<file path="config.mk">
export PLATFORM = sky130hd
export DESIGN_NAME = scs_cmd_handler
export DESIGN_NICKNAME = d
export VERILOG_FILES = /design/src/verilog/scs_pkg.sv /design/src/verilog/scs_rsp_timer.sv /design/src/verilog/scs_cmd_handler.sv
export SDC_FILE = /design/constraint.sdc
export NUM_CORES = 1
export LEC_CHECK = 0
export BUFFER_PORTS_ARGS = -buffer_cell sky130_fd_sc_hd__buf_2
export CAP_MARGIN = 20
export CORE_MARGIN = 3
export CORE_UTILIZATION = 42
export CTS_CLUSTER_DIAMETER = 120
export DETAILED_ROUTE_END_ITERATION = 10
export PLACE_DENSITY_LB_ADDON = 0.15
export SLEW_MARGIN = 20
export SYNTH_ARGS = -nofsm -noshare
export SYNTH_HDL_FRONTEND = slang
export SYNTH_SLANG_ARGS = --single-unit
</file>
<file path="constraint.sdc">
create_clock -name ref_clk_in -period 4.8 [get_ports ref_clk_in]
set_input_delay 0.96 -clock ref_clk_in [delete_from_list [all_inputs] [get_ports ref_clk_in]]
set_output_delay 0.96 -clock ref_clk_in [all_outputs]
set_load 0.02 [all_outputs]
</file>
<file path="src/verilog/scs_pkg.sv">
package scs_pkg;
    // Clock and time base
    localparam int unsigned CLK_HZ     = 200_000_000;       // Core clock rate
    localparam int unsigned MS_PER_S   = 1000;              // Milliseconds per second
    localparam int unsigned MS_CYCLES  = CLK_HZ / MS_PER_S; // Cycles in one millisecond
    // Request block word indices
    localparam int unsigned NWORDS = 24;  // Words held in the block store
    localparam int unsigned W_TASK = 0;   // Target port task code
    localparam int unsigned W_LEN  = 1;   // Data block length
    localparam int unsigned W_MODE = 2;   // Completion mode
    localparam int unsigned W_STY  = 3;   // Status word table type
    localparam int unsigned W_SAD  = 4;   // Status word address minus one
    localparam int unsigned W_CMD  = 7;   // Command number
    localparam int unsigned W_ID0  = 8;   // First slave identifier word
    localparam int unsigned W_SES  = 12;  // Session type
    localparam int unsigned W_SLT  = 13;  // Slave table type
    localparam int unsigned W_SLA  = 14;  // Slave table address
    localparam int unsigned W_CNT  = 15;  // Master element count
    localparam int unsigned W_MTY  = 16;  // Master table type
    localparam int unsigned W_MAD  = 17;  // Master table address
    localparam int unsigned W_XTY  = 18;  // Status store type
    localparam int unsigned W_XAD  = 19;  // Status store address
    localparam int unsigned W_TMO  = 20;  // Response timeout in ms
    // Commands, modes, codes
    localparam logic [15:0] CMD_BF_EN = 16'h1b5d; // Re-enable break-free start
    localparam logic [15:0] CMD_XREAD = 16'h1bbd; // Fast read
    localparam logic [15:0] MODE_ASYNC = 16'h0000; // async_completion_mode
    localparam logic [15:0] ST_OK     = 16'h0001; // Success
    localparam logic [15:0] ST_WAIT   = 16'h010c; // Waiting mode refused
    localparam logic [15:0] ST_NOSUP  = 16'h020c; // Not slave or no support
    localparam logic [15:0] ST_PARM   = 16'h0f0c; // Bad request parameters
    localparam logic [15:0] ST_TMO    = 16'h0d0c; // No slave reply in time
    localparam logic [15:0] ST_LINK   = 16'h0c0c; // Link reported failure
    localparam logic [15:0] MT_R      = 16'h0008; // Register table
    localparam logic [15:0] MT_AI     = 16'h000a; // analog_input_table
    localparam logic [15:0] MT_AQ     = 16'h000c; // analog_output_table
    localparam logic [15:0] MT_BYTE_LO = 16'h0010; // First byte-mode type
    localparam logic [15:0] MT_BYTE_HI = 16'h001e; // Last byte-mode type
    localparam logic [15:0] MT_BIT_LO  = 16'h0046; // First bit-mode type
    localparam logic [15:0] TASK_PS = 16'h001f; // Built-in supply port
    localparam logic [15:0] TASK_P1 = 16'h0013; // First extra port
    localparam logic [15:0] TASK_P2 = 16'h0014; // Second extra port
    localparam logic [15:0] MIN_XLEN = 16'd11;   // Least fast-read length
    localparam logic [15:0] MAX_XLEN = 16'd17;   // Eleven plus six optional
    localparam logic [15:0] TMO_LEN  = 16'd13;   // Length that reaches timeout word
    localparam logic [16:0] MAX_BYTES = 17'd1000; // Largest single transfer
    localparam logic [63:0] ID_BCAST = 64'hffff_ffff_ffff_ffff; // Broadcast id
    localparam logic [63:0] ID_NULL  = 64'h0;  // Null id
    localparam logic [15:0] SES_MULTI = 16'h0001; // Multi-session
    // Bus map
    localparam logic [7:0] A_CTRL = 8'h80; // Control: go, disable
    localparam logic [7:0] A_CFG  = 8'h84; // Port configuration
    localparam logic [7:0] A_STAT = 8'h88; // Handler state
    localparam logic [7:0] A_RES  = 8'h8c; // Last result code
    localparam int unsigned B_GO = 0;      // Ctrl: start request
    localparam int unsigned B_DIS = 1;     // Ctrl: disable break-free start
    localparam logic [1:0] CFG_RST = 2'b11; // Slave port, support present
    typedef enum logic [6:0] {
        S_IDLE   = 7'b0000001,
        S_DECODE = 7'b0000010,
        S_ATTACH = 7'b0000100,
        S_READ   = 7'b0001000,
        S_XSTAT  = 7'b0010000,
        S_RESULT = 7'b0100000,
        S_DONE   = 7'b1000000
    } scs_state_t;
endpackage : scs_pkg

</file>
<file path="src/verilog/scs_rsp_timer.sv">
`timescale 1ns/1ps
module scs_rsp_timer import scs_pkg::*; #(
    parameter int unsigned CYC_PER_MS = MS_CYCLES // Cycles per millisecond
) (
    input  wire logic        ref_clk_in,  // Clock
    input  wire logic        rst_n_in,    // Async reset, low
    input  wire logic        start_in,    // Load and run
    input  wire logic        stop_in,     // Halt, no expiry
    input  wire logic [15:0] ms_in,       // Wait in ms
    output logic             expired_out  // One-cycle expiry pulse
);
    localparam int unsigned PW = $clog2(CYC_PER_MS + 1);
    localparam logic [PW-1:0] PRE_TOP = PW'(CYC_PER_MS - 1);
    logic [PW-1:0] pre;     // Millisecond prescaler
    logic [15:0]   ms_left; // Milliseconds to go
    logic          run;     // Counting
    // Countdown in whole milliseconds
    always_ff @(posedge ref_clk_in or negedge rst_n_in) begin
        if (!rst_n_in) begin
            pre         <= '0;
            ms_left     <= '0;
            run         <= 1'b0;
            expired_out <= 1'b0;
        end else begin
            expired_out <= 1'b0;
            if (start_in) begin // Fresh wait for this request
                pre     <= PRE_TOP;
                ms_left <= ms_in;
                run     <= 1'b1;
            end else if (stop_in) begin
                run <= 1'b0;
            end else if (run) begin
                if (pre != '0) begin
                    pre <= pre - 1'b1;
                end else if (ms_left <= 16'd1) begin // Last ms gone
                    run         <= 1'b0;
                    expired_out <= 1'b1;
                end else begin
                    pre     <= PRE_TOP;
                    ms_left <= ms_left - 16'd1;
                end
            end
        end
    end
endmodule : scs_rsp_timer

</file>
<file path="src/verilog/scs_cmd_handler.sv">
`timescale 1ns/1ps
// Behaviour
// - Re-enable matters only after prior disable
// - Active session defers detection until idle timeout
// - Bad status location asserts fault output
// - Success writes one to status word
// - Waiting mode refused with code 010C
// - Non-slave or unsupported port gives 020C
// - Already enabled: no change, still success
// - Built-in port lacking support raises fault
// - Request accepted right after start-up
// - Set up session if needed, then read
// - Fill element count, data taken LSB first
// - Session type plus id decide new session
// - Count in master units, max 1000 bytes
// - Zero response timeout means default
// - Store slave status only when both nonzero
// - Timeout bounds reply wait, per request
module scs_cmd_handler import scs_pkg::*; #(
    parameter int unsigned CYC_PER_MS = MS_CYCLES, // Cycles per millisecond
    parameter logic [15:0] DEF_TMO_MS = 16'd500    // Default reply wait, ms
) (
    input  wire logic        ref_clk_in,        // Clock
    input  wire logic        rst_n_in,          // Async reset, low
    input  wire logic        wb_cyc_in,         // Bus cycle
    input  wire logic        wb_stb_in,         // Bus strobe
    input  wire logic        wb_we_in,          // Bus write
    input  wire logic [7:0]  wb_adr_in,         // Byte address
    input  wire logic [3:0]  wb_sel_in,         // Byte lanes
    input  wire logic [31:0] wb_dat_in,         // Write data
    output logic      [31:0] wb_dat_out,        // Read data
    output logic             wb_ack_out,        // Bus acknowledge
    input  wire logic        session_active_in, // Slave session in progress
    input  wire logic        link_idle_tmo_in,  // Link-idle timeout pulse
    output logic             detect_en_out,     // Break-free start detection on
    output logic             fault_out,         // fault_output of request
    output logic             attach_req_out,    // Session setup request
    output logic             attach_multi_out,  // Setup is multi-session
    input  wire logic        attach_done_in,    // Setup finished
    input  wire logic        attach_err_in,     // Setup failed
    output logic             read_req_out,      // Read request pulse
    output logic      [63:0] slave_id_out,      // Addressed slave id
    output logic      [15:0] slave_type_out,    // Slave table type
    output logic      [15:0] slave_addr_out,    // Slave table address
    output logic      [15:0] read_bytes_out,    // Bytes to fetch
    input  wire logic        rsp_valid_in,      // Response word valid
    input  wire logic [15:0] rsp_data_in,       // Response word
    input  wire logic        rsp_last_in,       // Last response word
    input  wire logic        rsp_err_in,        // Link error
    input  wire logic [15:0] slave_status_in,   // Slave controller status
    output logic             tab_we_out,        // Table write strobe
    output logic      [15:0] tab_type_out,      // Table type
    output logic      [15:0] tab_addr_out,      // Table address
    output logic      [15:0] tab_data_out       // Table data
);
    logic [15:0] blk [NWORDS];   // Request block store
    scs_state_t  state;          // Handler state
    logic [1:0]  cfg;            // Slave flag, support flag
    logic [15:0] res;            // Result code
    logic        done;           // Request finished
    logic        pend;           // Enable waits for session end
    logic        ses_valid;      // Master session up
    logic        ses_multi;      // Session is multi
    logic [63:0] ses_id;         // Single-session partner
    logic        rd_sent;        // Read request issued
    logic [15:0] idx;            // Element write index
    logic        tmr_go;         // Timer start pulse
    logic        tmr_exp;        // Timer expiry
    logic        bus_wr;         // Accepted bus write
    logic        go_req;         // Start request
    logic        dis_req;        // Disable request
    // Decode of the stored block
    logic [63:0] req_id;
    logic [16:0] xbytes;
    logic        sty_ok, bad_x, need_ses, bf_hit, is_bf, is_x;
    logic [15:0] tmo_ms;
    assign req_id = {blk[W_ID0+3], blk[W_ID0+2], blk[W_ID0+1], blk[W_ID0]};
    assign sty_ok = blk[W_STY] == MT_R || blk[W_STY] == MT_AI || blk[W_STY] == MT_AQ;
    assign is_bf  = blk[W_CMD] == CMD_BF_EN;
    assign is_x   = blk[W_CMD] == CMD_XREAD;
    // Byte size of the count in master table units
    always_comb begin
        if (blk[W_MTY] >= MT_BIT_LO) begin
            xbytes = ({1'b0, blk[W_CNT]} + 17'h7) >> 3;
        end else if (blk[W_MTY] >= MT_BYTE_LO && blk[W_MTY] <= MT_BYTE_HI) begin
            xbytes = {1'b0, blk[W_CNT]};
        end else begin
            xbytes = {blk[W_CNT], 1'b0};
        end
    end
    assign bad_x = blk[W_LEN] < MIN_XLEN || blk[W_LEN] > MAX_XLEN
                 || blk[W_SES] > SES_MULTI || req_id == ID_BCAST
                 || (req_id == ID_NULL && blk[W_SES] == SES_MULTI)
                 || xbytes > MAX_BYTES;
    assign need_ses = !ses_valid || ses_multi != blk[W_SES][0]
                    || (!blk[W_SES][0] && ses_id != req_id);
    assign tmo_ms = (blk[W_LEN] >= TMO_LEN && blk[W_TMO] != 16'h0)
                  ? blk[W_TMO] : DEF_TMO_MS;
    assign bf_hit = state == S_DECODE && sty_ok && is_bf && blk[W_MODE] == MODE_ASYNC
                  && cfg[0] && cfg[1];
    assign bus_wr = wb_cyc_in && wb_stb_in && !wb_ack_out && wb_we_in;
    assign go_req = bus_wr && wb_adr_in == A_CTRL && wb_sel_in[0] && wb_dat_in[B_GO];
    assign dis_req = bus_wr && wb_adr_in == A_CTRL && wb_sel_in[0] && wb_dat_in[B_DIS];

    // Bus slave: one wait state, unmapped reads zero
    always_ff @(posedge ref_clk_in or negedge rst_n_in) begin
        if (!rst_n_in) begin
            wb_ack_out <= 1'b0;
            wb_dat_out <= '0;
            cfg        <= CFG_RST;
        end else begin
            wb_ack_out <= wb_cyc_in && wb_stb_in && !wb_ack_out;
            if (bus_wr && wb_adr_in == A_CFG && wb_sel_in[0]) begin // Port setup
                cfg <= wb_dat_in[1:0];
            end
            if (!wb_adr_in[7] && wb_adr_in[6:2] < 5'(NWORDS)) begin // Block word
                wb_dat_out <= {16'h0, blk[wb_adr_in[6:2]]};
            end else begin
                unique case (wb_adr_in)
                    A_CFG:   wb_dat_out <= {30'h0, cfg};
                    A_STAT:  wb_dat_out <= {26'h0, ses_valid, pend, detect_en_out,
                                            fault_out, done, state != S_IDLE};
                    A_RES:   wb_dat_out <= {16'h0, res};
                    default: wb_dat_out <= '0; // Unmapped or ctrl
                endcase
            end
        end
    end

    // Request block store, byte lanes honoured
    genvar gi;
    generate
        for (gi = 0; gi < NWORDS; gi++) begin : g_blk
            always_ff @(posedge ref_clk_in or negedge rst_n_in) begin
                if (!rst_n_in) begin
                    blk[gi] <= '0;
                end else if (bus_wr && !wb_adr_in[7] && wb_adr_in[6:2] == 5'(gi)
                             && state == S_IDLE) begin
                    if (wb_sel_in[0]) blk[gi][7:0] <= wb_dat_in[7:0];
                    if (wb_sel_in[1]) blk[gi][15:8] <= wb_dat_in[15:8];
                end
            end
        end
    endgenerate

    // Break-free start detection; on from power-up
    always_ff @(posedge ref_clk_in or negedge rst_n_in) begin
        if (!rst_n_in) begin
            detect_en_out <= 1'b1;
            pend          <= 1'b0;
        end else if (dis_req) begin
            detect_en_out <= 1'b0;
            pend          <= 1'b0;
        end else if (bf_hit && !detect_en_out && !pend) begin
            if (session_active_in) begin
                pend <= 1'b1; // Keep session, wait for idle end
            end else begin
                detect_en_out <= 1'b1;
            end
        end else if (pend && link_idle_tmo_in) begin
            detect_en_out <= 1'b1;
            pend          <= 1'b0;
        end
    end

    scs_rsp_timer #(.CYC_PER_MS(CYC_PER_MS)) u_tmr (
        .ref_clk_in  (ref_clk_in),
        .rst_n_in    (rst_n_in),
        .start_in    (tmr_go),
        .stop_in     (state != S_ATTACH && state != S_READ),
        .ms_in       (tmo_ms),
        .expired_out (tmr_exp)
    );

    // Request sequencer
    always_ff @(posedge ref_clk_in or negedge rst_n_in) begin
        if (!rst_n_in) begin
            state <= S_IDLE;
            res <= '0; done <= 1'b0; fault_out <= 1'b0;
            ses_valid <= 1'b0; ses_multi <= 1'b0; ses_id <= '0;
            rd_sent <= 1'b0; idx <= '0; tmr_go <= 1'b0;
            attach_req_out <= 1'b0; attach_multi_out <= 1'b0; read_req_out <= 1'b0;
            slave_id_out <= '0; slave_type_out <= '0; slave_addr_out <= '0;
            read_bytes_out <= '0;
            tab_we_out <= 1'b0; tab_type_out <= '0; tab_addr_out <= '0; tab_data_out <= '0;
        end else begin
            tab_we_out   <= 1'b0;
            tmr_go       <= 1'b0;
            read_req_out <= 1'b0;
            if (link_idle_tmo_in) ses_valid <= 1'b0; // Idle link drops session
            unique case (state)
                S_IDLE: if (go_req) begin // No start-up hold-off
                    state <= S_DECODE; done <= 1'b0; fault_out <= 1'b0;
                end
                S_DECODE: begin
                    slave_id_out   <= req_id;
                    slave_type_out <= blk[W_SLT];
                    slave_addr_out <= blk[W_SLA];
                    read_bytes_out <= xbytes[15:0];
                    idx <= '0; rd_sent <= 1'b0;
                    if (!sty_ok) begin // No status write possible
                        fault_out <= 1'b1; state <= S_DONE;
                    end else if (blk[W_MODE] != MODE_ASYNC) begin
                        res <= ST_WAIT; state <= S_RESULT;
                    end else if (is_bf && (!cfg[0] || !cfg[1])) begin
                        if (blk[W_TASK] == TASK_PS && !cfg[1]) begin
                            fault_out <= 1'b1; state <= S_DONE;
                        end else begin
                            res <= ST_NOSUP; state <= S_RESULT;
                        end
                    end else if (is_bf) begin
                        res <= ST_OK; state <= S_RESULT;
                    end else if (!is_x) begin
                        res <= ST_NOSUP; state <= S_RESULT;
                    end else if (bad_x) begin
                        res <= ST_PARM; state <= S_RESULT;
                    end else if (need_ses) begin
                        attach_req_out   <= 1'b1;
                        attach_multi_out <= blk[W_SES][0];
                        tmr_go <= 1'b1; state <= S_ATTACH;
                    end else begin
                        tmr_go <= 1'b1; state <= S_READ;
                    end
                end
                S_ATTACH: if (attach_done_in) begin
                    attach_req_out <= 1'b0;
                    ses_valid <= 1'b1; ses_multi <= attach_multi_out; ses_id <= slave_id_out;
                    tmr_go <= 1'b1; state <= S_READ;
                end else if (attach_err_in || tmr_exp) begin
                    attach_req_out <= 1'b0; ses_valid <= 1'b0;
                    res <= attach_err_in ? ST_LINK : ST_TMO; state <= S_RESULT;
                end
                S_READ: if (!rd_sent) begin
                    read_req_out <= 1'b1; rd_sent <= 1'b1;
                end else if (rsp_err_in || tmr_exp) begin
                    ses_valid <= 1'b0;
                    res <= rsp_err_in ? ST_LINK : ST_TMO; state <= S_RESULT;
                end else if (rsp_valid_in) begin // Words land LSB first
                    tab_we_out   <= 1'b1;
                    tab_type_out <= blk[W_MTY];
                    tab_addr_out <= blk[W_MAD] + idx;
                    tab_data_out <= rsp_data_in;
                    idx <= idx + 16'd1;
                    if (rsp_last_in) begin
                        res <= ST_OK; state <= S_XSTAT;
                    end
                end
                S_XSTAT: begin
                    if (blk[W_XTY] != 16'h0 && blk[W_XAD] != 16'h0) begin
                        tab_we_out <= 1'b1; tab_type_out <= blk[W_XTY];
                        tab_addr_out <= blk[W_XAD]; tab_data_out <= slave_status_in;
                    end
                    state <= S_RESULT;
                end
                S_RESULT: begin // Status word at address plus one
                    tab_we_out <= 1'b1; tab_type_out <= blk[W_STY];
                    tab_addr_out <= blk[W_SAD] + 16'd1; tab_data_out <= res;
                    state <= S_DONE;
                end
                S_DONE: begin
                    done <= 1'b1; state <= S_IDLE;
                end
            endcase
        end
    end
endmodule : scs_cmd_handler

</file>
==> flow_summary_export.csv, run 1 <==
group,metric,value,unit
floorplan,coreArea,79600,um^2
worst_setup_path,r2r_cells,9,
floorplan,die_w,291,um
pwr,p_leak,19.1,nW
finish,drive_gt1_share,30.4,%
finish,layoutNonFillerInstCount,4351,
min_path,hold_path_class,"input port to async pin",
worst_setup_path,crit_path_start_kind,"flip-flop",
clocking,h-tree-depth,3,
timing,grt_setup_unrepaired,"no",
grt,track_usage,27.0,%
worst_setup_path,crit_fanout,11,
clocking,clkSinkCount,703,
finish,fin_nets,3338,
timing,finalHoldViolCount,0,
clocking,cts_setup_buffers,0,
worst_setup_path,crit_required,5.30,ns
worst_setup_path,cp.arrival,4.38,ns
drt,drt_wl_total,115000,um
clocking,cts_buffer_depth,3,
synthesis,synth_area_per_cell,11.4,um^2
placed_design,dp.cells,4196,
floorplan,die_h,291,um
grt,grt_pass1_vias,26000,
finish,multi_input_area,15700,um^2
synthesis,synth_ff_type,"dfrtp_1",
drt,via_per_inst,5.95,
clocking,cts-hold-fix-buffers,0,
synthesis,synth_edf_count,0,
clocking,cts_tree,"yes",
floorplan,rows,103,
timing,worst_slack,0.920,ns
timing,finClkSkew,0.0294,ns
worst_setup_path,max_stage_delay,0.54,ns
grt,antenna_found_initial,7,
grt,grt_pass1_wl,173000,um
grt,grt_start_max_net_pins,153,
clocking,clkTransAtPathRegs,0.06,ns
placed_design,place_hpwl,81200,um
drt,drcViolationCount,0,
drt,first_pass_iters,5,
clocking,worstSkewPairLatency,0.63,ns
drt,wire_per_inst,26.5,um
timing,finalSetupViolCount,0,
pwr,p_per_area,356,nW/um^2
worst_setup_path,r2r_slack,0.92,ns
timing,tightest_slew,1.01,ns
finish,fill_cells,7154,
timing,period_needed,3.88,ns
placed_design,placed_cell_area,36600,um^2
drt,drt-initial-drc-count,2287,
floorplan,io-pin-count,287,
placed_design,gp_congestion,0.907,
worst_setup_path,reg2reg_from,"blk[122]",
finish,area_delta_synth_final,15.7,%
timing,fin_crit_sh,80.8,%
synthesis,yosysWarningCount,0,
timing,whs,0.298,ns
placed_design,pre_cts_ws,1.00,ns
clocking,numCtsBuffers,81,
timing,setup_tns,0,ns
finish,seq_area,17600,um^2
worst_setup_path,cp_cell_sequence,"nor4_4, nand3_1, nor2_1, buf_4, mux2_2, a31oi_1, o311ai_2, or3b_1, mux2_4",
drt,ant_nets,0,
worst_setup_path,endpoint_kind,"flip-flop",
synthesis,ys_types,85,
outcome,outcome,"finished clean",
synthesis,async_flop_share,100,%
finish,stdcell_area,39400,um^2
clocking,root_buffer,"clkbuf_16",
placed_design,numPortBuffers,252,
worst_setup_path,worstSetupPathType,"flip-flop to flip-flop",
synthesis,ys_ff_latch,703,
timing,maxSlewViolCount,0,
worst_setup_path,slowest_stage,"nor4_4",
pwr,ir_drop,331,uV
worst_setup_path,r2r-end,"attach_multi_out",
timing,max_freq,258,MHz
clocking,cts_resized,0,
flow_run,drv_cap,0,
synthesis,netlist_instances,2998,
floorplan,start_util,42.8,%
synthesis,syn_area,34100,um^2
finish,final_util,49.5,%
timing,slew-limit-headroom,32.3,%
grt,overflow,0,
pwr,total_power,14.0,mW
floorplan,fp.dieArea,84600,um^2
synthesis,ys_seq_area_share,51.7,%
drt,vias,25900,
worst max-delay path by stage:
stage | startpoint | endpoint | slack [ns]
final | blk[122] | attach_multi_out | 0.92
after global routing | state[3] | blk[245] | 0.66
after CTS | blk[122] | attach_multi_out | 0.98
after detailed placement | blk[122] | attach_multi_out | 1.0
after global placement | blk[122] | attach_multi_out | 1.05
after floorplan | wb_adr_in[3] | blk[15] | 1.41
where the power goes:
group,switching (mW),total (mW),internal (mW)
clock,2.57,6.48,3.90
sequential,0.128,6.17,6.04
combinational,1.06,1.37,0.302
cells in the mapped netlist, types with 3 or more instances:
library cell	number	area, um^2
mux4_2	112	2520
nand3b_1	4	30.0
dfrtp_1	699	17500
or3_1	18	113
a221oi_1	5	43.8
a31oi_1	41	257
nor4_4	4	85.1
nand4_1	46	288
buf_1	13	48.8
and2_1	6	37.5
o2bb2ai_1	3	26.3
xor2_1	46	403
a22oi_1	71	533
nor3b_1	8	60.1
or4_1	6	45.0
a21o_1	6	45.0
nor4_1	64	400
nor4b_1	4	35.0
nand2_1	611	2290
a21oi_1	58	290
xnor2_1	62	543
a211oi_1	6	45.0
a2111oi_0	3	26.3
o2111ai_1	4	35.0
o31ai_1	5	37.5
buf_2	11	55.1
or2_2	4	25.0
buf_4	18	135
nand2b_1	10	62.6
inv_1	37	139
clkbuf_1	135	507
nor2b_1	16	100
and3_1	20	125
and4_1	7	61.3
nor2_1	168	631
nand3_1	46	230
nor3_1	35	175
o211ai_1	4	30.0
o21ai_0	78	390
mux2_2	407	4580
mux2i_1	9	90.1
dfstp_2	4	105
o22ai_1	14	87.6
ha_1	20	250
flip-flops by register name, indices dropped and copies added (netlist names), 2 cells and up:
register,cells
cfg,2
tab_addr_out,16
u_tmr.ms_left,16
slave_addr_out,16
state,7
slave_id_out,64
idx,16
wb_dat_out,16
ses_id,64
res,5
tab_type_out,16
u_tmr.pre,18
tab_data_out,16
read_bytes_out,16
slave_type_out,16
blk,384
layout by cell type (no fill, tap or decap), types with 62 or more instances in the layout:
cell type / Yosys / layout
nor4_1: 64 / 63
nand2_1: 611 / 610
mux2_2: 407 / 407
dfrtp_1: 699 / 699
a22oi_1: 71 / 71
o21ai_0: 78 / 78
clkbuf_16: 0 / 82
nor2_1: 168 / 167
buf_2: 11 / 249
mux4_2: 112 / 112
xnor2_1: 62 / 62
routing by layer:
layer  global-route usage (%)  wire (um)  vias to the layer above
met4                     9.65       4260                        2
met1                     38.2      49700                    13400
met2                     41.6      52500                     1075
li1                         -          -                    11200
met5                        0         13                        -
met3                     5.10       8900                      227
worst max-delay path: cells and delay by family (launching register included):
kind,cells,cell delay (ns)
buffers and inverters,1,0.26
AO/OA/AOI/OAI,2,0.51
AND/OR/NAND/NOR,4,1.84
flip-flops,1,0.46
multiplexers,2,0.68
cell families (layout without fill, tap and decap cells):
kind of cell,count (synthesis),after routing,synth area share [%]
adder cells (fa/ha/maj),21,21,0.793
other,1,23,0.0110
AND/OR/NAND/NOR,1089,1089,14.4
multiplexers,529,529,21.2
AO/OA/AOI/OAI,331,331,6.54
flip-flops,703,703,51.7
XOR/XNOR,108,108,2.78
buffers and inverters,216,497,2.64
cell type report:
class	count	share of cell area, %
clock inverters	34	1.17
multi-input cells	2094	39.8
clock buffers	114	5.94
well taps	1050	3.33
inverters	38	0.362
diodes	7	0.0445
repair buffers	311	4.66
flip-flops and latches	703	44.7
No activity file was read; power rests on OpenSTA's default activity.
==> run 2, diff against run 1 <==
Clock period 4.8 ns to 3.87 ns, I/O delays scaled along.
==> run 2 against run 1 <==
Net effect: critical path type unchanged; first-iteration DRC count increased by 2.9%; sequential share of layout area is 0.22 points lower; non-clock buffer count rose by 35; die area unchanged; highest routed layer is now met4; sequential power rose by 24%.
==> flow_summary_export.csv, run 2 (same netlist as run 1, synthesis figures left out) <==
group,metric,value,unit
grt,grt_pass1_vias,25800,
worst_setup_path,cp_num_buf_inv,0,
timing,finClkSkew,0.0386,ns
drt,vias,25900,
timing,setup_tns,0,ns
floorplan,start_util,42.8,%
pwr,switching_power,4.61,mW
drt,dr_wl_met3,8880,um
pwr,internal_power,12.6,mW
worst_setup_path,reg2reg_from,"blk[122]",
pwr,p_sw_share,26.8,%
timing,tightest_slew,1.05,ns
finish,drive_gt1_share,30.9,%
clocking,clkSinkCount,703,
drt,wl_met2,52800,um
pwr,combPwrFrac,10.2,%
grt,track_usage,27.0,%
pwr,p_per_area,434,nW/um^2
floorplan,fp.dieArea,84600,um^2
finish,area_delta_synth_final,16.3,%
timing,max_freq,278,MHz
worst_setup_path,r2r_cells,8,
grt,grt_start_max_net_pins,134,
worst_setup_path,r2r_slack,0.27,ns
worst_setup_path,cp_cell_sequence,"nor4_4, nand3_1, nor2_1, mux2_2, a31oi_1, o311ai_2, or3b_1, mux2_4",
finish,top_register,"blk",
drt,drt-initial-drc-count,2354,
floorplan,coreArea,79600,um^2
outcome,outcome,"finished clean",
worst_setup_path,worstSetupPathType,"flip-flop to flip-flop",
pwr,power_frac_seq,44.5,%
drt,wire_per_inst,26.4,um
pwr,total_power,17.2,mW
grt,overflow,0,
floorplan,die_w,291,um
finish,fill_cells,7183,
floorplan,rows,103,
grt,antenna_found_initial,5,
clocking,cts_tree,"yes",
worst_setup_path,crit_fanout,5,
worst_setup_path,cp.arrival,4.10,ns
worst_setup_path,cp.depth,8,
clocking,cts_setup_buffers,0,
pwr,clkPwrFrac,45.3,%
clocking,clkTransAtPathRegs,0.06,ns
finish,final_common_cell,"dfrtp_1",
worst_setup_path,endpoint_kind,"flip-flop",
worst_setup_path,setup.worst_path.end,"attach_multi_out",
timing,slew-limit-headroom,29.7,%
worst_setup_path,crit_required,4.37,ns
grt,grt_pass1_wl,173000,um
timing,maxSlewViolCount,0,
clocking,cts_resized,0,
finish,multi_input_area,15700,um^2
drt,highest_layer,"met4",
clocking,cts-hold-fix-buffers,0,
drt,drt_wl_total,116000,um
placed_design,gp_congestion,0.934,
timing,finalHoldViolCount,0,
pwr,ir_drop,522,uV
drt,via_per_inst,5.91,
flow_run,drv_cap,0,
floorplan,die_h,291,um
placed_design,numPortBuffers,252,
finish,largest_register_ffs,384,
finish,seq_area,17600,um^2
floorplan,io-pin-count,287,
worst_setup_path,crit_path_start_kind,"flip-flop",
min_path,hold_path_class,"input port to async pin",
worst_setup_path,slowest_stage,"nor4_4",
worst_setup_path,crit_family,"simple AND/OR/NAND/NOR gates",
worst_setup_path,max_stage_delay,0.49,ns
clocking,root_buffer,"clkbuf_16",
placed_design,place_hpwl,82100,um
timing,period_needed,3.60,ns
drt,first_pass_iters,6,
clocking,worstSkewPairLatency,0.63,ns
timing,worst_slack,0.268,ns
drt,drcViolationCount,0,
placed_design,pre_cts_ws,0.371,ns
clocking,cts_buffer_depth,3,
timing,finalSetupViolCount,0,
finish,fin_nets,3373,
finish,largestRegisters,"blk x384, ses_id x64, slave_id_out x64",
drt,ant_nets,0,
clocking,h-tree-depth,3,
timing,grt_setup_unrepaired,"no",
timing,whs,0.198,ns
worst_setup_path,startpoint,"blk[122]",
worst_setup_path,r2r-end,"attach_multi_out",
clocking,numCtsBuffers,81,
pwr,p_leak,19.2,nW
timing,fin_crit_sh,93.1,%
finish,final_cell_mix,"dfrtp_1 (699), nand2_1 (610), mux2_2 (407)",
drt,wl_met1,50200,um
-- run 2: per-layer routing --
layer / GRT usage, % / up-vias
met5: 0 / -
met3: 5.12 / 216
met4: 8.81 / 0
met1: 38.3 / 13400
met2: 41.8 / 1034
li1: - / 11200
-- run 2: power by group through the flow --
stage | clock, mW | sequential, mW | combinational (mW)
2_1_floorplan | 0 | 7.80 | 0.931
6_report | 7.78 | 7.66 | 1.76
3_3_place_gp | 0 | 7.78 | 1.74
4_1_cts | 7.93 | 7.65 | 1.77
5_1_grt | 8.24 | 7.66 | 1.91
3_5_place_dp | 0 | 7.78 | 1.77
-- run 2: stage by stage --
stage	cell area, um^2	utilization [%]	std cells
5_1_grt	39600	49.7	4373
3_3_place_gp	36900	46.3	4231
6_report	39600	49.7	4377
3_5_place_dp	36900	46.3	4231
4_1_cts	39600	49.7	4372
2_1_floorplan	34100	-	3013
-- run 2: cell type report --
| cell class | instances | share of cell area (%) |
|---|---|---|
| antenna | 5 | 0.0316 |
| clock buffer | 123 | 6.18 |
| clock inverter | 18 | 0.600 |
| inverter | 38 | 0.360 |
| multi-input combinational | 2094 | 39.6 |
| sequential | 703 | 44.4 |
| tap | 1050 | 3.32 |
| timing repair buffer | 346 | 5.46 |
-- run 2: worst min-delay path by stage --
stage / end / slack (ns) / cells past startpoint
finish: u_tmr.pre[3] / 0.20 / 1
global route: u_tmr.pre[3] / 0.24 / 1
CTS: u_tmr.pre[5] / 0.21 / 1
detailed placement: wb_ack_out / 0.43 / 1
global placement: wb_ack_out / 0.43 / 1
floorplan: slave_addr_out[0] / 0.45 / 2
